===== src/core/dgp_map.svh =====
`ifndef DGP_MAP_SVH
`define DGP_MAP_SVH

// -----------------------------------------------------------------
// Register offsets on the internal register bus
// -----------------------------------------------------------------
`define DGP_OFS_P9_LATCH 12'h009
`define DGP_OFS_PB_LATCH 12'h00B
`define DGP_OFS_P9_PIN_READ 12'h016
`define DGP_OFS_PB_PIN_READ 12'h018
`define DGP_OFS_P9_DIRECTION 12'hF23
`define DGP_OFS_PB_DIRECTION 12'hF25
`define DGP_OFS_P9_PULLUP 12'hF30
`define DGP_OFS_P9_FUNCTION 12'hF3D
`define DGP_OFS_PB_FUNCTION 12'hF3F
`define DGP_OFS_P9_OUT_TYPE 12'hF4A
`define DGP_OFS_PB_OUT_TYPE 12'hF4C

// -----------------------------------------------------------------
// Field positions and reset values
// -----------------------------------------------------------------
`define DGP_P9_LSB 0
`define DGP_P9_MSB 1
`define DGP_PB_LSB 4
`define DGP_PB_MSB 7
`define DGP_PB_FC_MSB 6
`define DGP_RST_2 2'h0
`define DGP_RST_3 3'h0
`define DGP_RST_4 4'h0
`define DGP_RST_8 8'h00

`endif


===== src/core/dgp_unused_placeholder_check.sv =====
`timescale 1ns/10ps
`default_nettype none
`default_nettype wire


===== src/core/dgp_pkg.sv =====
package dgp_pkg;

    // -----------------------------------------------------------------
    // State of the two-flop pin synchroniser (port 9 low, port B high)
    // -----------------------------------------------------------------
    typedef struct packed {
        logic [5:0] stage1;
        logic [5:0] stage2;
    } dgp_sync_s;

    // -----------------------------------------------------------------
    // State of the port block
    // -----------------------------------------------------------------
    typedef struct packed {
        logic [1:0] p9_dir;
        logic [1:0] p9_fc;
        logic [1:0] p9_ot;
        logic [1:0] p9_pu;
        logic [1:0] p9_lat;
        logic [3:0] pb_dir;
        logic [2:0] pb_fc;
        logic [3:0] pb_ot;
        logic [3:0] pb_lat;
        logic [7:0] rd_data;
        logic [1:0] p9_out;
        logic [1:0] p9_oe;
        logic [1:0] p9_pull;
        logic [3:0] pb_out;
        logic [3:0] pb_oe;
        logic [1:0] u2_rx;
        logic [1:0] u1_rx;
        logic si;
    } dgp_state_s;

endpackage


===== src/core/dgp_port.sv =====
`timescale 1ns/10ps
`default_nettype none
`include "dgp_map.svh"

// Function
// [RULE1] Port 9 direction bits reset to input; input feeds second UART receive.
// [RULE2] Port 9 function bit 1 drives second UART transmit instead of latch.
// [RULE3] Port 9 output type: 0 push-pull, 1 open-drain, reset 0.
// [RULE4] Port 9 pull-up acts only for inputs or open-drain outputs.
// [RULE5] Port 9 pin read gives pin level, or 0 for push-pull outputs.
// [RULE6] Port B uses bits 7..4, direction per bit, reset to input.
// [RULE7] Port B latch sets driven level, resets 0, readable and writable.
// [RULE8] Port B function bits 6..4 select serial clock, first UART transmit, data out.
// [RULE9] Port B output type: 0 push-pull, 1 open-drain, reset 0.
// [RULE10] Port B pin read gives pin level, or 0 for push-pull outputs.
// [RULE11] Open-drain drives only low; a one leaves the pin undriven.
// [RULE12] Software sets up the pin selector and these registers before use.
// [RULE13] Port 9 latch sets driven level; open-drain one floats; resets 0.
// [RULE14] Unimplemented register bits ignore writes and read zero.
// [RULE15] Pin levels pass a two-flop synchroniser before use.
module dgp_port
    import dgp_pkg::*;
(
    input wire logic clk, // System clock, 200 MHz
    input wire logic reset, // Synchronous, active high
    input wire logic [11:0] addr, // Register address
    input wire logic wr_en, // Write strobe
    input wire logic [7:0] wr_data, // Write data
    input wire logic rd_en, // Read strobe
    output logic [7:0] rd_data, // Read data, one cycle later
    input wire logic [1:0] port9_pin_in, // Port 9 pin levels
    output logic [1:0] port9_pin_out, // Port 9 drive level
    output logic [1:0] port9_pin_oe, // Port 9 driver on
    output logic [1:0] port9_pullup_on, // Port 9 pull-up connected
    input wire logic [7:4] portb_pin_in, // Port B pin levels
    output logic [7:4] portb_pin_out, // Port B drive level
    output logic [7:4] portb_pin_oe, // Port B driver on
    input wire logic uart_second_transmit, // Second UART transmit
    output logic [1:0] uart_second_receive, // Second UART receive per pin
    input wire logic uart_first_transmit, // First UART transmit
    input wire logic serial_clock_line, // Serial clock out
    input wire logic serial_data_out, // Serial data out
    input wire logic portb4_serial_sel, // Bit 4 carries serial data out
    output logic [1:0] uart_first_receive, // First UART receive, bits 5 and 4
    output logic serial_data_in // Serial data in, bit 5
);

    // -----------------------------------------------------------------
    // Helpers
    // -----------------------------------------------------------------

    // Pin view for reads: push-pull outputs read back as zero
    function automatic logic [3:0] pin_view(input logic [3:0] dir, input logic [3:0] ot,
                                            input logic [3:0] pin);
        pin_view = pin & ~(dir & ~ot);
    endfunction

    // Driver enable: open-drain lets a one float
    function automatic logic [3:0] drv_oe(input logic [3:0] dir, input logic [3:0] ot,
                                          input logic [3:0] src);
        drv_oe = dir & ~(ot & src);
    endfunction

    // Drive level: open-drain only ever pulls low
    function automatic logic [3:0] drv_out(input logic [3:0] ot, input logic [3:0] src);
        drv_out = src & ~ot;
    endfunction

    // -----------------------------------------------------------------
    // Pin synchroniser
    // -----------------------------------------------------------------
    dgp_state_s st_r;
    dgp_state_s st_nxt;
    logic [5:0] pin_sync;
    logic [1:0] p9_sync;
    logic [3:0] pb_sync;
    logic [3:0] p9_view;
    logic [3:0] pb_view;
    logic [3:0] p9_oe_w;
    logic [3:0] p9_out_w;
    logic [1:0] p9_src;
    logic [3:0] pb_src;

    // [RULE15] two-flop pin capture
    dgp_sync dgp_sync_inst (
        .clk(clk),
        .reset(reset),
        .pin_raw({portb_pin_in, port9_pin_in}),
        .pin_sync(pin_sync)
    );

    assign p9_sync = pin_sync[1:0];
    assign pb_sync = pin_sync[5:2];

    // -----------------------------------------------------------------
    // Drive sources and read views
    // -----------------------------------------------------------------

    // [RULE2] port 9 source select
    assign p9_src = (st_r.p9_fc & {2{uart_second_transmit}}) | (~st_r.p9_fc & st_r.p9_lat);
    // [RULE8] port B source select
    assign pb_src = {st_r.pb_fc[2] ? serial_clock_line : st_r.pb_lat[2],
                     st_r.pb_fc[1] ? uart_first_transmit : st_r.pb_lat[1],
                     st_r.pb_fc[0] ? (portb4_serial_sel ? serial_data_out : uart_first_transmit)
                                   : st_r.pb_lat[0],
                     st_r.pb_lat[3]};
    // Bit order above is 6,5,4,7; reorder to 7..4
    logic [3:0] pb_src_o;
    assign pb_src_o = {pb_src[0], pb_src[3], pb_src[2], pb_src[1]};
    assign pb_view = pin_view(st_r.pb_dir, st_r.pb_ot, pb_sync);
    assign p9_view = pin_view({2'h0, st_r.p9_dir}, {2'h0, st_r.p9_ot}, {2'h0, p9_sync});
    assign p9_oe_w = drv_oe({2'h0, st_r.p9_dir}, {2'h0, st_r.p9_ot}, {2'h0, p9_src});
    assign p9_out_w = drv_out({2'h0, st_r.p9_ot}, {2'h0, p9_src});

    // -----------------------------------------------------------------
    // Next state
    // -----------------------------------------------------------------
    always_comb
    begin
        st_nxt = st_r;
        // [RULE14] only implemented bits are stored
        if (wr_en)
        begin
            case (addr)
                `DGP_OFS_P9_LATCH: st_nxt.p9_lat = wr_data[`DGP_P9_MSB:`DGP_P9_LSB];
                `DGP_OFS_PB_LATCH: st_nxt.pb_lat = wr_data[`DGP_PB_MSB:`DGP_PB_LSB];
                `DGP_OFS_P9_DIRECTION: st_nxt.p9_dir = wr_data[`DGP_P9_MSB:`DGP_P9_LSB];
                `DGP_OFS_PB_DIRECTION: st_nxt.pb_dir = wr_data[`DGP_PB_MSB:`DGP_PB_LSB];
                `DGP_OFS_P9_PULLUP: st_nxt.p9_pu = wr_data[`DGP_P9_MSB:`DGP_P9_LSB];
                `DGP_OFS_P9_FUNCTION: st_nxt.p9_fc = wr_data[`DGP_P9_MSB:`DGP_P9_LSB];
                `DGP_OFS_PB_FUNCTION: st_nxt.pb_fc = wr_data[`DGP_PB_FC_MSB:`DGP_PB_LSB];
                `DGP_OFS_P9_OUT_TYPE: st_nxt.p9_ot = wr_data[`DGP_P9_MSB:`DGP_P9_LSB];
                `DGP_OFS_PB_OUT_TYPE: st_nxt.pb_ot = wr_data[`DGP_PB_MSB:`DGP_PB_LSB];
                default: ;
            endcase
        end
        // Reads answer next cycle; zero when idle or unmapped
        st_nxt.rd_data = `DGP_RST_8;
        if (rd_en)
        begin
            case (addr)
                `DGP_OFS_P9_LATCH: st_nxt.rd_data = {6'h00, st_r.p9_lat};
                // [RULE7] latch reads back
                `DGP_OFS_PB_LATCH: st_nxt.rd_data = {st_r.pb_lat, 4'h0};
                // [RULE5] port 9 pin view
                `DGP_OFS_P9_PIN_READ: st_nxt.rd_data = {6'h00, p9_view[1:0]};
                // [RULE10] port B pin view
                `DGP_OFS_PB_PIN_READ: st_nxt.rd_data = {pb_view, 4'h0};
                `DGP_OFS_P9_DIRECTION: st_nxt.rd_data = {6'h00, st_r.p9_dir};
                `DGP_OFS_PB_DIRECTION: st_nxt.rd_data = {st_r.pb_dir, 4'h0};
                `DGP_OFS_P9_PULLUP: st_nxt.rd_data = {6'h00, st_r.p9_pu};
                `DGP_OFS_P9_FUNCTION: st_nxt.rd_data = {6'h00, st_r.p9_fc};
                `DGP_OFS_PB_FUNCTION: st_nxt.rd_data = {1'h0, st_r.pb_fc, 4'h0};
                `DGP_OFS_P9_OUT_TYPE: st_nxt.rd_data = {6'h00, st_r.p9_ot};
                `DGP_OFS_PB_OUT_TYPE: st_nxt.rd_data = {st_r.pb_ot, 4'h0};
                default: st_nxt.rd_data = `DGP_RST_8;
            endcase
        end
        // [RULE11] open-drain floats a one
        // [RULE13] port 9 latch drive
        // [RULE3] port 9 output type
        st_nxt.p9_oe = p9_oe_w[1:0];
        st_nxt.p9_out = p9_out_w[1:0];
        st_nxt.pb_oe = drv_oe(st_r.pb_dir, st_r.pb_ot, pb_src_o);
        st_nxt.pb_out = drv_out(st_r.pb_ot, pb_src_o);
        // [RULE4] pull-up gating
        st_nxt.p9_pull = st_r.p9_pu & (~st_r.p9_dir | st_r.p9_ot);
        // [RULE1] receive path, idle high when output
        st_nxt.u2_rx = p9_sync | st_r.p9_dir;
        st_nxt.u1_rx = pb_sync[1:0] | st_r.pb_dir[1:0];
        st_nxt.si = pb_sync[1] | st_r.pb_dir[1];
    end

    // -----------------------------------------------------------------
    // State register
    // -----------------------------------------------------------------
    // [RULE6] all control resets to input, push-pull, latch zero
    // [RULE9] output type reset
    always_ff @(posedge clk)
    begin
        if (reset)
        begin
            st_r <= '0;
        end
        else
        begin
            st_r <= st_nxt;
        end
    end

    // Outputs straight from the state register
    assign rd_data = st_r.rd_data;
    assign port9_pin_out = st_r.p9_out;
    assign port9_pin_oe = st_r.p9_oe;
    assign port9_pullup_on = st_r.p9_pull;
    assign portb_pin_out = st_r.pb_out;
    assign portb_pin_oe = st_r.pb_oe;
    assign uart_second_receive = st_r.u2_rx;
    assign uart_first_receive = st_r.u1_rx;
    assign serial_data_in = st_r.si;

    // -----------------------------------------------------------------
    // Assertions
    // -----------------------------------------------------------------
    property p_u2_rx;
        @(posedge clk) disable iff (reset)
        !st_r.p9_dir[0] |=> uart_second_receive[0] == $past(p9_sync[0]);
    endproperty
    a_u2_rx: assert property (p_u2_rx) else $error("second UART receive not fed by pin"); // [RULE1]

    property p_p9_tx;
        @(posedge clk) disable iff (reset)
        st_r.p9_dir[1] && st_r.p9_fc[1] && !st_r.p9_ot[1]
        |=> port9_pin_oe[1] && port9_pin_out[1] == $past(uart_second_transmit);
    endproperty
    a_p9_tx: assert property (p_p9_tx) else $error("port 9 transmit select wrong"); // [RULE2]

    property p_p9_od;
        @(posedge clk) disable iff (reset)
        st_r.p9_ot[0] |=> !port9_pin_out[0];
    endproperty
    a_p9_od: assert property (p_p9_od) else $error("port 9 open-drain drove high"); // [RULE3]

    property p_pull;
        @(posedge clk) disable iff (reset)
        st_r.p9_dir[0] && !st_r.p9_ot[0] |=> !port9_pullup_on[0];
    endproperty
    a_pull: assert property (p_pull) else $error("pull-up on a push-pull output"); // [RULE4]

    property p_p9_read;
        @(posedge clk) disable iff (reset)
        rd_en && addr == `DGP_OFS_P9_PIN_READ && st_r.p9_dir[1] && !st_r.p9_ot[1]
        |=> rd_data[7:1] == 7'h00;
    endproperty
    a_p9_read: assert property (p_p9_read) else $error("port 9 push-pull bit read nonzero"); // [RULE5]

    property p_pb_rst;
        @(posedge clk)
        $fell(reset) |-> st_r.pb_dir == `DGP_RST_4 && st_r.pb_ot == `DGP_RST_4;
    endproperty
    a_pb_rst: assert property (p_pb_rst) else $error("port B control not reset"); // [RULE6]

    property p_pb_lat;
        @(posedge clk) disable iff (reset)
        wr_en && addr == `DGP_OFS_PB_LATCH ##1 rd_en && addr == `DGP_OFS_PB_LATCH && !wr_en
        |=> rd_data == {$past(wr_data[7:4], 2), 4'h0};
    endproperty
    a_pb_lat: assert property (p_pb_lat) else $error("port B latch readback wrong"); // [RULE7]

    property p_sclk;
        @(posedge clk) disable iff (reset)
        st_r.pb_dir[2] && st_r.pb_fc[2] && !st_r.pb_ot[2]
        |=> portb_pin_out[6] == $past(serial_clock_line);
    endproperty
    a_sclk: assert property (p_sclk) else $error("serial clock not on bit 6"); // [RULE8]

    property p_pb_read;
        @(posedge clk) disable iff (reset)
        rd_en && addr == `DGP_OFS_PB_PIN_READ |=> rd_data[3:0] == 4'h0
        && rd_data[7:4] == ($past(pb_sync) & ~($past(st_r.pb_dir) & ~$past(st_r.pb_ot)));
    endproperty
    a_pb_read: assert property (p_pb_read) else $error("port B pin read wrong"); // [RULE10]

    property p_od_float;
        @(posedge clk) disable iff (reset)
        st_r.pb_ot[0] && st_r.pb_dir[0] |=> portb_pin_oe[4] == !$past(pb_src_o[0]);
    endproperty
    a_od_float: assert property (p_od_float) else $error("open-drain enable wrong"); // [RULE11]

    property p_unimpl;
        @(posedge clk) disable iff (reset)
        rd_en && addr == `DGP_OFS_PB_FUNCTION |=> rd_data[7] == 1'h0 && rd_data[3:0] == 4'h0;
    endproperty
    a_unimpl: assert property (p_unimpl) else $error("unimplemented bits read nonzero"); // [RULE14]

endmodule // dgp_port

`default_nettype wire


===== src/core/dgp_sync.sv =====
`timescale 1ns/10ps
`default_nettype none

module dgp_sync
    import dgp_pkg::*;
(
    input wire logic clk, // System clock
    input wire logic reset, // Synchronous, active high
    input wire logic [5:0] pin_raw, // Asynchronous pin levels
    output logic [5:0] pin_sync // Levels after two flops
);

    dgp_sync_s st_r;
    dgp_sync_s st_nxt;

    // Second flop alone reads the first one
    always_comb
    begin
        st_nxt.stage1 = pin_raw;
        st_nxt.stage2 = st_r.stage1;
    end

    // State register
    always_ff @(posedge clk)
    begin
        if (reset)
        begin
            st_r <= '0;
        end
        else
        begin
            st_r <= st_nxt;
        end
    end

    assign pin_sync = st_r.stage2;

endmodule // dgp_sync

`default_nettype wire


===== config.mk =====
export PLATFORM = sky130hd
export DESIGN_NAME = dgp_port
export DESIGN_NICKNAME = d
export VERILOG_FILES = /design/src/core/dgp_unused_placeholder_check.sv /design/src/core/dgp_pkg.sv /design/src/core/dgp_port.sv /design/src/core/dgp_sync.sv
export VERILOG_INCLUDE_DIRS = /design/src /design/src/core
export SDC_FILE = /design/constraint.sdc
export NUM_CORES = 1
export LEC_CHECK = 0
export ABC_AREA = 1
export BUFFER_PORTS_ARGS = -buffer_cell sky130_fd_sc_hd__clkbuf_2
export CAP_MARGIN = 10
export CORE_ASPECT_RATIO = 1.5
export CORE_UTILIZATION = 45
export CTS_CLUSTER_DIAMETER = 60
export DETAILED_ROUTE_END_ITERATION = 7
export PLACE_DENSITY = 0.66
export SLEW_MARGIN = 20
export SYNTH_ARGS = -nofsm -noshare
export SYNTH_HDL_FRONTEND = slang
export SYNTH_SLANG_ARGS = --single-unit

===== constraint.sdc =====
create_clock -name clk -period 1.4 [get_ports clk]
set_clock_uncertainty 0.15 [all_clocks]
set_input_delay 0.07 -clock clk [delete_from_list [all_inputs] [get_ports clk]]
set_output_delay 0.07 -clock clk [all_outputs]
set_load 0.005 [all_outputs]

==> reports/results.tsv, run 1 <==
stage	metric	value	unit
final_layout	Nets	493	
power_and_ir_drop	static leakage	1.64	nW
timing	unrepaired setup endpoints after global routing	no	
timing	Max Freq	805	MHz
yosys	Mapped Avg Cell Area	7.34	um2
final_layout	area delta synth->final	23.3	%
yosys	#FFs+latches synth	61	
die	Ports	62	
worst_setup_path	reg2reg setup slack	160	ps
routing	Routed wire per std cell	12.0	um
yosys	number of warnings issued by yosys	0	
placed_design	Final GP Congestion	0.856	
final_layout	Antenna Cells	0	
timing	Final setup viols	0	
worst_setup_path	CP arrival	1320	ps
clocking	TritonCTS clock tree	built	
worst_hold_path	hold crit path type	input port to flop	
worst_setup_path	kind of critical path	input port to flop	
final_layout	non-filler cells, final	537	
routing	Residual DRC	0	
yosys	Cells after Synth	387	
routing	DR iter-0 viols	98	
routing	router iterations before antenna repair	6	
die	row count	35	
worst_setup_path	Crit path required time	1470	ps
power_and_ir_drop	pwr dens	1010	nW/um2
clocking	Max Buffers Root-to-Sink	2	
routing	Routed WL	6450	um
grt	GR Overflow Total	0	
run_status	outcome	finished, final reports clean	
timing	Final Hold Viols	0	
yosys	Seq/Total Area, Yosys	0.430	
job	max-cap check violation count	0	
grt	vias in the first global route	2560	
yosys	ranking of synthesized cells by area	dfxtp_1 43%, inv_1 7.4%, nor2_1 7.3%, buf_4 6.9%, o21ai_0 6.7%	
worst_setup_path	Worst setup EP type	flop	
clocking	CTS Sinks	61	
placed_design	dpl hpwl	4750	um
die	Die ar.	6640	um2
final_layout	most frequent cells in the layout	61 x dfxtp_1, 57 x clkbuf_2, 56 x inv_1	
final_layout	layout cells sized above 1	0.246	
grt	largest net degree at the start of global routing	20	
placed_design	placed cells	498	
clocking	H-tree Lvls	3	
routing	Vias	2577	
timing	setup tns final	0	ps
yosys	Synth Cell Area	2840	um2
final_layout	Finished Core Util	0.572	
die	core area	6130	um2
grt	Global Route Usage Sum	0.217	
clocking	Reg clk slew, reported paths	70	ps
yosys	Yosys top cell area share	0.430	
timing	max-slew violations	0	
routing	post-route ant nets	0	
timing	WHS	24.0	ps
yosys	post-synth top area cell	dfxtp_1	
timing	minimum clock period	1240	ps
clocking	worst skew pair latency	340	ps
clocking	total CTS buffers	9	
power_and_ir_drop	PnR Total Power	3.53	mW
clocking	Root Buffer	clkbuf_8	
routing	Via density	4.80	
yosys	post-synthesis cell type count	27	
die	Starting Density	0.463	
placed_design	number of port buffers	57	
grt	first-pass GRT wire length	10800	um
die	die height	99.3	um
timing	Period Utilization, post-route	0.887	
grt	initial antenna violation count	0	
power_and_ir_drop	Peak VDD IR	0.868	mV
worst_setup_path	crit start category	input port	
final_layout	most common cell after layout, fill and taps aside	dfxtp_1	
worst_setup_path	Crit Path Max Fanout	1	
final_layout	Fillers	599	
die	Die Span X	66.9	um
[per-layer routing]
metal | global-route usage | vias up | routed length, um
met1 | 0.231 | 1142 | 2760
li1 | - | 1348 | -
met2 | 0.375 | 71 | 3220
met3 | 0.0642 | 16 | 291
met5 | 0 | - | 0
met4 | 0.111 | 0 | 177
[final timing paths]
check                          startpoint  cells after the start                         to
setup / recovery          port9_pin_in[1]                      5    dgp_sync_inst.st_nxt[1]
hold reg to reg   dgp_sync_inst.st_nxt[3]                      2  dgp_sync_inst.pin_sync[3]
hold / removal                      wr_en                      3                  pb_src[0]
setup reg to reg                 st_r[46]                      8                 rd_data[0]
[where the power goes]
part / switching [mW] / total [mW] / internal [mW] / leakage (nW)
clock network: 0.698 / 1.51 / 0.811 / 0.0987
logic: 0.141 / 0.260 / 0.119 / 1.05
registers: 0.00631 / 1.76 / 1.75 / 0.494
[cells in the mapped netlist, drive strengths merged]
library cell	count
nand2	55
nor2	69
a21oi	26
nor3	8
o21ai	42
inv	59
clkbuf	5
nand4	9
nand3	17
dfxtp	61
a21boi	3
conb	1
buf	27
o22ai	2
a211oi	3
[timing repair]
| action | in CTS | in global routing |
|---|---|---|
| endpoints found under the hold margin | 44 | 0 |
| hold buffers | 22 | 0 |
| setup endpoints to repair | 0 | 3 |
| setup buffers | 0 | 1 |
| gates resized for setup | 0 | 3 |
[flip-flops by register name (all words and copies together), names as in the netlist]
| name | cells |
|---|---|
| rd_data | 6 |
| port9_pin_out | 2 |
| portb_pin_oe | 4 |
| dgp_sync_inst.pin_sync | 6 |
| uart_first_receive | 2 |
| st_r | 24 |
| port9_pin_oe | 2 |
| uart_second_receive | 2 |
| pb_src | 1 |
| portb_pin_out | 4 |
| port9_pullup_on | 2 |
| dgp_sync_inst.st_nxt | 6 |
[cells by family after synthesis]
kind of cell / count (synthesis) / share of synthesized area
and+or+nand+nor: 158 / 0.272
buffers and inverters: 91 / 0.157
AOI/OAI and AO/OA: 76 / 0.140
DFF: 61 / 0.430
other: 1 / 0.00132
[cell type report]
class,count,area (um2),share of cell area
Sequential cell,61,1220,0.348
Multi-Input combinational cell,236,1180,0.336
Timing Repair Buffer,91,602,0.172
Inverter,59,221,0.0632
Clock buffer,9,124,0.0353
Tap cell,74,92.6,0.0264
Clock inverter,7,66.3,0.0189
[critical path: stages]
cell and delay (ps):
dlygate4sd3_1 540, clkbuf_2 100, inv_1 40, nor2_1 30
dlygate4sd3_1 540
[stage by stage]
step | area (um2) | setup WS, ps
global route | 3500 | 46.8
CTS | 3490 | 8.40
finish | 3500 | 158
global placement | 3080 | 17.7
floorplan | 2850 | 278
detailed placement | 3080 | -38.8
Note: power is estimated with default switching activity, not from simulation.
==> run 2, diff against run 1 <==
--- a/config.mk
+++ b/config.mk
@@ -10,10 +10,10 @@
 export BUFFER_PORTS_ARGS = -buffer_cell sky130_fd_sc_hd__clkbuf_2
 export CAP_MARGIN = 10
 export CORE_ASPECT_RATIO = 1.5
-export CORE_UTILIZATION = 45
+export CORE_UTILIZATION = 47
 export CTS_CLUSTER_DIAMETER = 60
 export DETAILED_ROUTE_END_ITERATION = 7
-export PLACE_DENSITY = 0.66
+export PLACE_DENSITY = 0.69
 export SLEW_MARGIN = 20
 export SYNTH_ARGS = -nofsm -noshare
 export SYNTH_HDL_FRONTEND = slang
==> reports/results.tsv, run 2 (same netlist as run 1, synthesis figures left out) <==
stage	metric	value	unit	change
run_status	outcome	finished, final reports clean		
clocking	worst skew pair latency	340	ps	about the same
timing	setup tns final	0	ps	unchanged
grt	initial antenna violation count	0		unchanged
grt	first-pass GRT wire length	10700	um	-1.3%
final_layout	Finished Cell Area	3450	um2	-1.4%
worst_hold_path	hold path cells	5		+2
die	Starting Density	0.488		+0.0241
worst_setup_path	Crit path required time	1490	ps	+20 ps
grt	GR Overflow Total	0		unchanged
final_layout	multi-input logic area	1180	um2	unchanged
final_layout	most common cell after layout, fill and taps aside	dfxtp_1		
worst_setup_path	Crit Path Max Fanout	5		+4
placed_design	pre-CTS WS	-34.9	ps	+3.90 ps
clocking	total CTS buffers	9		unchanged
routing	post-route ant nets	0		unchanged
timing	Final Hold Viols	0		unchanged
timing	Final setup viols	0		unchanged
grt	largest net degree at the start of global routing	30		+50%
power_and_ir_drop	static leakage	1.61	nW	-2.2%
placed_design	Final GP Congestion	0.962		+12%
timing	WHS	7.18	ps	-16.8 ps
routing	router iterations before antenna repair	4		-2
timing	unrepaired setup endpoints after global routing	no		
die	row count	34		-2.9%
grt	Global Route Usage Sum	0.220		+0.00334
die	Die ar.	6370	um2	-4.1%
routing	Routed WL	6320	um	-2.0%
timing	final worst slack	176	ps	+18.0 ps
worst_setup_path	crit start category	flop		
final_layout	max reg flops	24		unchanged
die	core area	5830	um2	-4.9%
final_layout	area delta synth->final	21.6	%	
final_layout	most frequent cells in the layout	61 x dfxtp_1, 57 x clkbuf_2, 56 x inv_1		
worst_setup_path	Worst path slowest cell	dfxtp_1		
power_and_ir_drop	pwr dens	1050	nW/um2	+4.3%
routing	DR iter-0 viols	134		+37%
placed_design	number of port buffers	57		unchanged
clocking	# Post-CTS Setup Buffers	0		unchanged
grt	vias in the first global route	2440		-4.7%
placed_design	dpl hpwl	4640	um	-2.3%
worst_setup_path	worst r2r path cells	5		-3
timing	minimum clock period	1220	ps	-18.0 ps
clocking	CTS Sinks	61		unchanged
routing	Vias	2553		-0.93%
placed_design	placed cells	495		-0.60%
worst_setup_path	kind of critical path	flop to flop		
routing	Via density	4.84		+0.95%
final_layout	Antenna Cells	0		unchanged
final_layout	non-filler cells, final	527		-1.9%
worst_setup_path	crit-path cells	a21boi_0, nand2_1, o21ai_0, nor2_1, nor2_2		
final_layout	Largest Register	st_r		
worst_hold_path	hold crit path type	input port to flop		
clocking	H-tree Lvls	3		unchanged
final_layout	Nets	485		-1.6%
power_and_ir_drop	Peak VDD IR	0.755	mV	-13%
clocking	TritonCTS clock tree	built		
clocking	Max Buffers Root-to-Sink	2		unchanged
final_layout	Fillers	566		-5.5%
worst_setup_path	CP arrival	1310	ps	about the same
routing	Routed wire per std cell	12.0	um	-0.12%
final_layout	storage element area	1220	um2	unchanged
die	die height	97.2	um	-2.1%
clocking	Reg clk slew, reported paths	60	ps	about the same
timing	max-slew violations	0		unchanged
timing	Period Utilization, post-route	0.874		-0.0128
die	Ports	62		unchanged
job	max-cap check violation count	0		unchanged
final_layout	layout cells sized above 1	0.244		-0.00226
die	Die Span X	65.5	um	-2.1%
routing	Residual DRC	0		unchanged
placed_design	cell area after placement	3080	um2	about the same
worst_setup_path	Worst setup EP type	flop		
clocking	Root Buffer	clkbuf_8		
worst_setup_path	CP max stage delay	420	ps	-120 ps
timing	Max Freq	817	MHz	+1.5%
[run 2: changes by cell type in the layout (fill, tap and decap cells not counted), sizes merged]
cell / previous run / this run
dlygate4sd3: 21 / 16
clkbuf: 66 / 70
clkinv: 5 / 1
buf: 12 / 10
dlymetal6s4s: 1 / 0
[run 2: stage by stage]
step,util,power (mW)
2_1_floorplan,-,1.92
3_3_place_gp,0.529,2.01
3_5_place_dp,0.529,2.01
4_1_cts,0.593,3.65
5_1_grt,0.593,3.77
6_report,0.593,3.63
[run 2: cell type report]
cell class	count	area share
multi-input combinational	236	0.341
timing repair buffer	83	0.154
tap	72	0.0261
sequential	61	0.353
inverter	59	0.0641
clock buffer	13	0.0489
clock inverter	3	0.0123
[run 2: path summary, 6_finish.rpt]
check | start | slack (ps) | to
worst max-delay path | st_r[38] | 180 | rd_data[4]
worst min-delay path | uart_first_transmit | 7 | portb_pin_out[5]
worst max register to register | st_r[38] | 180 | rd_data[4]
worst min register to register | dgp_sync_inst.st_nxt[1] | 250 | dgp_sync_inst.pin_sync[1]
[run 2: power breakdown]
group	internal (mW)	leakage (nW)	switching, mW	total, mW
logic	0.108	1.01	0.142	0.249
clock network	0.965	0.106	0.651	1.62
registers	1.75	0.494	0.00668	1.76
total	2.83	1.61	0.799	3.63
[run 2: what timing repair did]
| item | CTS | global route |
|---|---|---|
| resized for setup | 0 | 2 |
| hold buffers | 16 | 0 |
| hold endpoints to repair | 36 | 0 |
| endpoints found under the setup margin | 0 | 2 |
[run 2: metal layers]
metal,vias to the layer above,global-route usage,wire length [um]
li1,1330,-,-
met1,1122,0.262,2750
met2,81,0.350,3030
met3,20,0.0610,334
met4,0,0.120,208
met5,-,0,0
[run 2: worst max-delay path, delay by kind of cell (launching register included)]
kind	cells	cell delay, ps
AO/OA/AOI/OAI	2	230
flip-flops	1	420
AND/OR/NAND/NOR	3	320
